--- config.mk ---
export PLATFORM = sky130hd
export DESIGN_NAME = dts_top
export DESIGN_NICKNAME = d
export VERILOG_FILES = /design/src/hdl/dts_pkg.sv /design/src/hdl/dts_top.sv /design/src/hdl/dts_pad_mux.sv
export SDC_FILE = /design/constraint.sdc
export NUM_CORES = 1
export LEC_CHECK = 0
export ABC_AREA = 0
export BUFFER_PORTS_ARGS = -buffer_cell sky130_fd_sc_hd__buf_4
export CAP_MARGIN = 5
export CORE_AREA = 10 10 201 156
export CTS_CLUSTER_DIAMETER = 40
export CTS_CLUSTER_SIZE = 30
export DETAILED_ROUTE_END_ITERATION = 8
export DIE_AREA = 0 0 211 166
export PLACE_DENSITY = 0.44
export RECOVER_POWER = 50
export SYNTH_ARGS = -nofsm -noshare
export SYNTH_HDL_FRONTEND = slang
export SYNTH_HIERARCHICAL = 1
export SYNTH_SLANG_ARGS = --single-unit
--- constraint.sdc ---
create_clock -name clk_i -period 4 [get_ports clk_i]
set_input_delay 0.6 -clock clk_i [delete_from_list [all_inputs] [get_ports clk_i]]
set_output_delay 0.6 -clock clk_i [all_outputs]
set_load 0.02 [all_outputs]
--- src/hdl/dts_pkg.sv ---
// constants and types shared by the debug test-bus selector
package dts_pkg;

  // register byte offsets on the wishbone slave
  localparam logic [7:0] DTS_CMD_BYTE_OFS  = 8'h00;
  localparam logic [7:0] DTS_CMD_END_OFS   = 8'h04;
  localparam logic [7:0] DTS_STATUS_OFS    = 8'h08;
  localparam logic [7:0] DTS_ROUTE_OFS     = 8'h0C;
  localparam logic [7:0] DTS_ANALOG_OFS    = 8'h10;

  // command codes
  localparam logic [7:0] DTS_DIGITAL_ROUTE_CMD = 8'h18;
  localparam logic [7:0] DTS_ANALOG_ROUTE_CMD  = 8'h19;

  // nonvolatile address of the enable setting (held outside this block)
  localparam logic [7:0] DTS_ENABLE_NV_ADDR = 8'h17;

  // group selector codes
  localparam logic [7:0] DTS_GRP_CLOCK    = 8'h01;
  localparam logic [7:0] DTS_GRP_TX_ENC   = 8'h1B;
  localparam logic [7:0] DTS_GRP_TIMER    = 8'h1D;
  localparam logic [7:0] DTS_GRP_CARD     = 8'h30;
  localparam logic [7:0] DTS_GRP_TRX      = 8'h58;
  localparam logic [7:0] DTS_GRP_RX_DATA  = 8'h70;
  localparam logic [7:0] DTS_GRP_RX_ERR   = 8'h73;

  // valid index masks per group for indices 7..0 (zero bits are reserved)
  localparam logic [7:0] DTS_MASK_CLOCK   = 8'hFF;
  localparam logic [7:0] DTS_MASK_TX_ENC  = 8'h03;
  localparam logic [7:0] DTS_MASK_TIMER   = 8'hFC;
  localparam logic [7:0] DTS_MASK_CARD    = 8'hFF;
  localparam logic [7:0] DTS_MASK_TRX     = 8'hFF;
  localparam logic [7:0] DTS_MASK_RX_DATA = 8'hFF;
  localparam logic [7:0] DTS_MASK_RX_ERR  = 8'hC7;

  // index that selects the shared rf clock in every group
  localparam logic [3:0] DTS_IDX_RF_CLOCK = 4'h8;

  // pad numbers and count
  localparam int         DTS_NUM_PADS     = 4;
  localparam logic [3:0] DTS_PAD_IRQ      = 4'h0;
  localparam logic [3:0] DTS_PAD_AUX_ONE  = 4'h1;
  localparam logic [3:0] DTS_PAD_AUX_TWO  = 4'h2;
  localparam logic [3:0] DTS_PAD_GPO      = 4'h3;

  // most routing bytes in one digital command, minus one
  localparam logic [1:0] DTS_LAST_ROUTE   = 2'h3;

  // reset values
  localparam logic [7:0] DTS_GROUP_RST    = 8'h00;
  localparam logic [3:0] DTS_INDEX_RST    = 4'h0;
  localparam logic [7:0] DTS_ANALOG_RST   = 8'h00;

  // command parser states
  typedef enum logic [2:0] {
    DTS_ST_IDLE  = 3'b000,
    DTS_ST_GROUP = 3'b001,
    DTS_ST_ROUTE = 3'b010,
    DTS_ST_ANA2  = 3'b011,
    DTS_ST_ANA1  = 3'b100
  } dts_state_t;

endpackage

--- src/hdl/dts_top.sv ---
// debug test-bus selector: command parser, wishbone slave and pad routing
`timescale 1ns/1ns
module dts_top
  import dts_pkg::*;
(
  // clock, reset, enable
  input  wire logic        clk_i,
  input  wire logic        rst_i,
  input  wire logic        ce_i,
  // wishbone slave
  input  wire logic        wb_cyc_i,
  input  wire logic        wb_stb_i,
  input  wire logic        wb_we_i,
  input  wire logic [7:0]  wb_adr_i,
  input  wire logic [3:0]  wb_sel_i,
  input  wire logic [31:0] wb_dat_i,
  output logic [31:0]      wb_dat_o,
  output logic             wb_ack_o,
  // nonvolatile setting
  input  wire logic        debug_bus_enable_setting_i,
  // signal groups
  input  wire logic        rf_clock_i,
  input  wire logic [7:0]  clock_grp_i,
  input  wire logic [7:0]  tx_enc_grp_i,
  input  wire logic [7:0]  timer_grp_i,
  input  wire logic [7:0]  card_grp_i,
  input  wire logic [7:0]  trx_grp_i,
  input  wire logic [7:0]  rx_data_grp_i,
  input  wire logic [7:0]  rx_err_grp_i,
  // digital pads: irq, aux one, aux two, general output
  output logic [3:0]       pad_o,
  // analog routing to the aux pads
  output logic             analog_active_o,
  output logic [7:0]       aux_pad_one_analog_o,
  output logic [7:0]       aux_pad_two_analog_o
);

  // parser and routing state
  dts_state_t  state_r,   state_nxt;
  logic [7:0]  cmd_grp_r, cmd_grp_nxt;
  logic [1:0]  route_cnt_r, route_cnt_nxt;
  logic [7:0]  pad_grp_r [DTS_NUM_PADS];
  logic [7:0]  pad_grp_nxt [DTS_NUM_PADS];
  logic [3:0]  pad_idx_r [DTS_NUM_PADS];
  logic [3:0]  pad_idx_nxt [DTS_NUM_PADS];
  logic [3:0]  pad_on_r,  pad_on_nxt;
  logic        ana_on_r,  ana_on_nxt;
  logic [7:0]  ana_one_r, ana_one_nxt;
  logic [7:0]  ana_two_r, ana_two_nxt;
  // bus state
  logic        ack_r,     ack_nxt;
  logic [31:0] rdat_r,    rdat_nxt;
  // pad outputs
  logic [3:0]  pad_r,     pad_nxt;
  logic [3:0]  mux_bit;
  logic        ana_act_nxt;

  logic        bus_req;
  logic        byte_wr;
  logic        end_wr;
  logic [7:0]  wbyte;
  logic [3:0]  rt_pad;

  assign bus_req = wb_cyc_i & wb_stb_i & ~ack_r;
  assign byte_wr = bus_req & wb_we_i & wb_sel_i[0] & (wb_adr_i == DTS_CMD_BYTE_OFS);
  assign end_wr  = bus_req & wb_we_i & (wb_adr_i == DTS_CMD_END_OFS);
  assign wbyte   = wb_dat_i[7:0];
  assign rt_pad  = wbyte[7:4];

  // command parser: each byte written to the command register advances it, except an unknown code while idle
  always_comb begin
    state_nxt     = state_r;
    cmd_grp_nxt   = cmd_grp_r;
    route_cnt_nxt = route_cnt_r;
    pad_grp_nxt   = pad_grp_r;
    pad_idx_nxt   = pad_idx_r;
    pad_on_nxt    = pad_on_r;
    ana_on_nxt    = ana_on_r;
    ana_one_nxt   = ana_one_r;
    ana_two_nxt   = ana_two_r;
    if (end_wr) begin
      state_nxt = DTS_ST_IDLE; // the end write closes any command at once; a digital command also closes by itself after its fourth routing byte
    end else if (byte_wr) begin
      case (state_r)
        DTS_ST_IDLE: begin
          if (wbyte == DTS_DIGITAL_ROUTE_CMD) begin
            state_nxt = DTS_ST_GROUP;
          end else if (wbyte == DTS_ANALOG_ROUTE_CMD) begin
            state_nxt = DTS_ST_ANA2;
          end
        end
        DTS_ST_GROUP: begin
          cmd_grp_nxt   = wbyte;
          route_cnt_nxt = 2'h0;
          state_nxt     = DTS_ST_ROUTE;
        end
        DTS_ST_ROUTE: begin
          // pads 4..15 are reserved and ignored
          if (rt_pad <= DTS_PAD_GPO) begin
            pad_grp_nxt[rt_pad[1:0]] = cmd_grp_r;
            pad_idx_nxt[rt_pad[1:0]] = wbyte[3:0];
            pad_on_nxt[rt_pad[1:0]]  = 1'b1;
          end
          route_cnt_nxt = route_cnt_r + 2'h1;
          if (route_cnt_r == DTS_LAST_ROUTE) begin
            state_nxt = DTS_ST_IDLE;
          end
        end
        DTS_ST_ANA2: begin
          ana_two_nxt = wbyte;
          state_nxt   = DTS_ST_ANA1;
        end
        DTS_ST_ANA1: begin
          ana_one_nxt = wbyte;
          ana_on_nxt  = 1'b1;
          state_nxt   = DTS_ST_IDLE;
        end
        default: state_nxt = DTS_ST_IDLE;
      endcase
    end
  end

  // parser registers
  always_ff @(posedge clk_i) begin
    if (rst_i) begin
      state_r     <= DTS_ST_IDLE;
      cmd_grp_r   <= DTS_GROUP_RST;
      route_cnt_r <= 2'h0;
      pad_on_r    <= 4'h0;
      ana_on_r    <= 1'b0;
      ana_one_r   <= DTS_ANALOG_RST;
      ana_two_r   <= DTS_ANALOG_RST;
      for (int i = 0; i < DTS_NUM_PADS; i++) begin
        pad_grp_r[i] <= DTS_GROUP_RST;
        pad_idx_r[i] <= DTS_INDEX_RST;
      end
    end else if (ce_i) begin
      state_r     <= state_nxt;
      cmd_grp_r   <= cmd_grp_nxt;
      route_cnt_r <= route_cnt_nxt;
      pad_on_r    <= pad_on_nxt;
      ana_on_r    <= ana_on_nxt;
      ana_one_r   <= ana_one_nxt;
      ana_two_r   <= ana_two_nxt;
      pad_grp_r   <= pad_grp_nxt;
      pad_idx_r   <= pad_idx_nxt;
    end
  end

  // one selector per pad
  genvar g;
  generate
    for (g = 0; g < DTS_NUM_PADS; g++) begin : gen_pad
      dts_pad_mux u_mux (
        .group_i       (pad_grp_r[g]),
        .index_i       (pad_idx_r[g]),
        .rf_clock_i    (rf_clock_i),
        .clock_grp_i   (clock_grp_i),
        .tx_enc_grp_i  (tx_enc_grp_i),
        .timer_grp_i   (timer_grp_i),
        .card_grp_i    (card_grp_i),
        .trx_grp_i     (trx_grp_i),
        .rx_data_grp_i (rx_data_grp_i),
        .rx_err_grp_i  (rx_err_grp_i),
        .sel_o         (mux_bit[g])
      );
    end
  endgenerate

  // pads and the analog active flag stay off unless the enable setting is on
  always_comb begin
    pad_nxt     = pad_on_r & mux_bit & {DTS_NUM_PADS{debug_bus_enable_setting_i}};
    ana_act_nxt = ana_on_r & debug_bus_enable_setting_i;
  end

  // wishbone answer: one-cycle ack, unmapped reads return zero
  always_comb begin
    ack_nxt  = bus_req;
    rdat_nxt = 32'h0000_0000;
    if (bus_req && !wb_we_i) begin
      case (wb_adr_i)
        DTS_STATUS_OFS: rdat_nxt = {24'h00_0000, pad_on_r, ana_on_r, state_r};
        DTS_ROUTE_OFS:  rdat_nxt = {16'h0000, pad_idx_r[3], pad_idx_r[2], pad_idx_r[1], pad_idx_r[0]};
        DTS_ANALOG_OFS: rdat_nxt = {15'h0000, debug_bus_enable_setting_i, ana_one_r, ana_two_r};
        default:        rdat_nxt = 32'h0000_0000;
      endcase
    end
  end

  // bus and pad registers
  always_ff @(posedge clk_i) begin
    if (rst_i) begin
      ack_r  <= 1'b0;
      rdat_r <= 32'h0000_0000;
      pad_r  <= 4'h0;
    end else if (ce_i) begin
      ack_r  <= ack_nxt;
      rdat_r <= rdat_nxt;
      pad_r  <= pad_nxt;
    end
  end

  // analog routing outputs, registered; only the active flag waits for the enable setting
  logic       ana_act_r;
  logic [7:0] ana_one_o_r;
  logic [7:0] ana_two_o_r;
  always_ff @(posedge clk_i) begin
    if (rst_i) begin
      ana_act_r   <= 1'b0;
      ana_one_o_r <= DTS_ANALOG_RST;
      ana_two_o_r <= DTS_ANALOG_RST;
    end else if (ce_i) begin
      ana_act_r   <= ana_act_nxt;
      ana_one_o_r <= ana_one_r;
      ana_two_o_r <= ana_two_r;
    end
  end

  assign wb_ack_o             = ack_r;
  assign wb_dat_o             = rdat_r;
  assign pad_o                = pad_r;
  assign analog_active_o      = ana_act_r;
  assign aux_pad_one_analog_o = ana_one_o_r;
  assign aux_pad_two_analog_o = ana_two_o_r;

endmodule

--- src/hdl/dts_pad_mux.sv ---
// one pad's signal selector: group code plus index to a single bit
`timescale 1ns/1ns
module dts_pad_mux
  import dts_pkg::*;
(
  // selection
  input  wire logic [7:0] group_i,
  input  wire logic [3:0] index_i,
  // signal groups
  input  wire logic       rf_clock_i,
  input  wire logic [7:0] clock_grp_i,
  input  wire logic [7:0] tx_enc_grp_i,
  input  wire logic [7:0] timer_grp_i,
  input  wire logic [7:0] card_grp_i,
  input  wire logic [7:0] trx_grp_i,
  input  wire logic [7:0] rx_data_grp_i,
  input  wire logic [7:0] rx_err_grp_i,
  // selected bit
  output logic            sel_o
);

  logic [7:0] vec;
  logic       known;

  // pick the group vector with reserved indices forced low
  always_comb begin
    vec   = 8'h00;
    known = 1'b1;
    case (group_i)
      DTS_GRP_CLOCK:   vec = clock_grp_i   & DTS_MASK_CLOCK;
      DTS_GRP_TX_ENC:  vec = tx_enc_grp_i  & DTS_MASK_TX_ENC;
      DTS_GRP_TIMER:   vec = timer_grp_i   & DTS_MASK_TIMER;
      DTS_GRP_CARD:    vec = card_grp_i    & DTS_MASK_CARD;
      DTS_GRP_TRX:     vec = trx_grp_i     & DTS_MASK_TRX;
      DTS_GRP_RX_DATA: vec = rx_data_grp_i & DTS_MASK_RX_DATA;
      DTS_GRP_RX_ERR:  vec = rx_err_grp_i  & DTS_MASK_RX_ERR;
      default:         known = 1'b0;
    endcase
  end

  // index 8 is the rf clock, 9..15 reserved and low
  always_comb begin
    if (!known) begin
      sel_o = 1'b0;
    end else if (index_i == DTS_IDX_RF_CLOCK) begin
      sel_o = rf_clock_i;
    end else if (index_i[3]) begin
      sel_o = 1'b0;
    end else begin
      sel_o = vec[index_i[2:0]];
    end
  end

endmodule

==> summary.md <==
| Metric | Value |
|---|---|
| Status | `complete, no violations` |
| Number of synthesized register bits | `~120` |
| Placed Cells | `roughly 1,200` |
| First-pass GRT wire length | `around 42,000 um` |
| Die H | `around 170 um` |
| Clock tree skew after final layout | `around 0.013 ns` |
| Root buffer cell | `clkbuf_16` |
| First DRT Iteration DRCs | `641` |
| Setup Viol. Count Final | `0` |
| Hold Crit Depth | `2` |
| Hold-fix buffers, CTS | `0` |
| Post-Syn Area | `0.007302 mm^2` |
| Yosys warns | `6` |
| Setup TNS | `0 ns` |
| Final Hold Fails | `0` |
| Fmax | `around 350 MHz` |
| Beginning of the critical path | `pad_grp_r[8]` |
| Main synth FF type | `dfxtp_1` |
| Drt pass-1 iters | `5` |
| Max transition margin | `between 20% and 30%` |
| Ys async rst share | `0%` |
| Period minus WS final | `2.858 ns` |
| Cts bufs inserted | `17` |
| Max Slew Vio Count | `0` |
| Fraction of layout cells with a size suffix above 1 | `15.98%` |
| Final layout net count | `1,016` |
| Drc violations | `0` |
| Cells after synthesis | `831` |
| Site row count | `53` |
| Non-filler cells, final | `about 1,300` |
| Reg2reg start | `pad_grp_r[8]` |
| Reg2reg path depth | `8` |
| Vias in the first global route | `around 6,700` |
| Hold Path Class | `reg -> reg` |
| Top cell type's share of synthesized area | `between 30 and 40%` |
| Die Width | `211 um` |
| Area Growth Syn to Fin | `17.44%` |
| CTS tree | `yes` |
| Clk pin slew, worst setup/hold paths | `around 0.060 ns` |
| All-Layer GR Usage | `roughly 15%` |
| Worst skew pair latency | `approximately 0.4 ns` |
| Cell taking the most area after synthesis | `dfxtp_1` |
| Most common cell after layout, fill and taps aside | `nand2_1` |
| Vias per cell | `roughly 5.4` |
| CP Data Required Time | `roughly 4.3 ns` |
| DR vias | `6,867` |
| Clock Sinks | `around 120` |
| Hold Startpoint | `wb_dat_o[4]` |
| Power Density | `around 340 mW/mm^2` |
| # IOs | `around 160` |
| Initial Util | `about a quarter` |
| GP Congestion | `0.8903` |
| EDFF count, synth | `0` |
| Worst setup EP type | `register` |
| RSZ-0062 raised after global routing | `false` |
| Syn Area/Cell | `8.787 um^2` |
| Half-perimeter wire length after placement | `~22,000 um` |
| Largest net degree at the start of global routing | `35` |
| Critical Path Fanout Max | `10` |
| Crit start category | `register` |
| Total grt overflow | `0` |
| Wire length per cell | `21.64 um` |
| Htree depth | `4` |
| Synth unique cells | `between 60 and 70` |
| Place WS | `1.017 ns` |
| VDD IR max | `roughly 290 uV` |
| WS Path Type | `reg -> reg` |
| Setup Buffers After CTS | `0` |
| Diodes inserted | `0` |
| Bufs on Longest Clock Path | `2` |
| IO Port Bufs | `roughly 110` |
| Sequential area share after synthesis | `between 30% and 40%` |
| Final worst-path setup slack | `~1.1 ns` |
| Fin crit share | `~71%` |
| Most frequent cells in the layout | `nand2_1, dfxtp_1, mux2i_1, buf_4, clkbuf_1` |
| # Max-Cap Violations | `0` |
| DIE AREA | `approximately 0.035 mm^2` |
| Initial antenna violation count | `0` |
| Cts repair resizes | `0` |
| Leakage | `around 3.2 nW` |
| CP Data Arrival Time | `between 3 and 4 ns` |
| Antenna Nets Post-Route | `0` |
| Worst slew pin tran | `roughly 1.2 ns` |
| Core Area | `between 0.02 and 0.03 mm^2` |
| Top cells by area, synth | `dfxtp_1, mux2i_1, nand2_1, a22oi_1, nand4_1` |
| Final wirelength | `around 28,000 um` |
| Fill count | `around 3,000` |
==> worst paths after layout <==
kind                      end  slack [ns]
setup / recovery     pad_o[2]        1.14
hold / removal    wb_dat_o[4]        0.45
setup reg to reg     pad_o[2]        1.14
hold reg to reg   wb_dat_o[4]        0.45
==> final cells by class <==
class                           instances  area (um^2)  share of cell area, %
Multi-Input combinational cell        634         4364                  50.89
Sequential cell                       121         2422                  28.25
Timing Repair Buffer                  112        690.7                  8.054
Clock buffer                           19        452.9                  5.282
Tap cell                              357        446.7                  5.209
Clock inverter                         13        120.1                  1.401
Inverter                               21        78.83                 0.9192
==> state kept, by name, summed over array words and instances, names as in the netlist <==
register and count:
state_r 3, wb_dat_o 17, pad_on_r 4, aux_pad_two_analog_o 8, pad_grp_r 32, cmd_grp_r 8
pad_idx_r 16, route_cnt_r 2, aux_pad_one_analog_o 8, analog_active_o 1, ana_on_r 1, pad_o 4
wb_ack_o 1, ana_one_r 8, ana_two_r 8
==> metal layers <==
layer  share of wire, %  vias to the layer above  global-route usage, %
met1                 50                     3331                  23.06
met3                7.8                       22                  3.433
met5                  0                        -                      0
met4                1.3                        0                  3.803
li1                   -                     3261                      -
met2                 41                      253                  21.26
==> synthesized netlist by cell type, drive strengths merged (6+ instances only) <==
cell     number
nand2       122
dfxtp       121
mux2i       106
buf          45
nor2         36
a22oi        28
nand4        28
nor3         27
o21ai        27
clkbuf       24
a211oi       21
inv          21
a21oi        18
a221oi       16
a32oi        16
nand3        15
a2111oi      12
or4b         12
nor3b         9
nor4          8
o22ai         8
or2           8
or3           8
and3          7
nand2b        7
mux2          6
nor2b         6
==> worst max-delay path, cell delays in order (launching register included) <==
cell and delay (ns):
dfxtp_1 0.62, or4b_4 0.59, a211oi_1 0.50, a2111oi_0 0.18, a221oi_1 0.30, o21ai_1 0.10
a31oi_1 0.20, nand4_1 0.12, a21oi_1 0.17
==> cell families (layout without fill, tap and decap cells) <==
logic type                 Yosys count  after routing  share of synthesized area (%)
AOI/OAI and AO/OA                  178            178                          17.96
xor gates and xnor gates             5              5                         0.5997
adders and majority gates            1              1                         0.1713
buffers and inverters               90            165                          7.368
DFF                                121            121                          33.17
muxes                              112            112                          15.46
other                                1             15                        0.05136
and+or+nand+nor                    323            323                          25.22
==> metrics by stage <==
stage	total power [W]	cell area, um^2	hold slack [ns]	util (%)
after floorplan	0.001318	7355	0.4314	-
after global placement	0.001428	8183	0.4422	29.81
after detailed placement	0.001428	8183	0.4478	29.81
after CTS	0.002924	8756	0.4610	31.89
after global routing	0.002987	8576	0.4809	31.24
final	0.002887	8576	0.4521	31.24
==> where the power goes <==
| part | total [W] | switching (W) | internal (W) | leakage (nW) |
|---|---|---|---|---|
| logic | 0.000197 | 0.000127 | 0.0000696 | 1.96 |
| clock network | 0.00148 | 0.000592 | 0.000892 | 0.276 |
| registers | 0.00121 | 0.000000444 | 0.00121 | 0.974 |
| total | 0.00289 | 0.000720 | 0.00217 | 3.21 |
No activity file was read; power rests on OpenSTA's default activity.
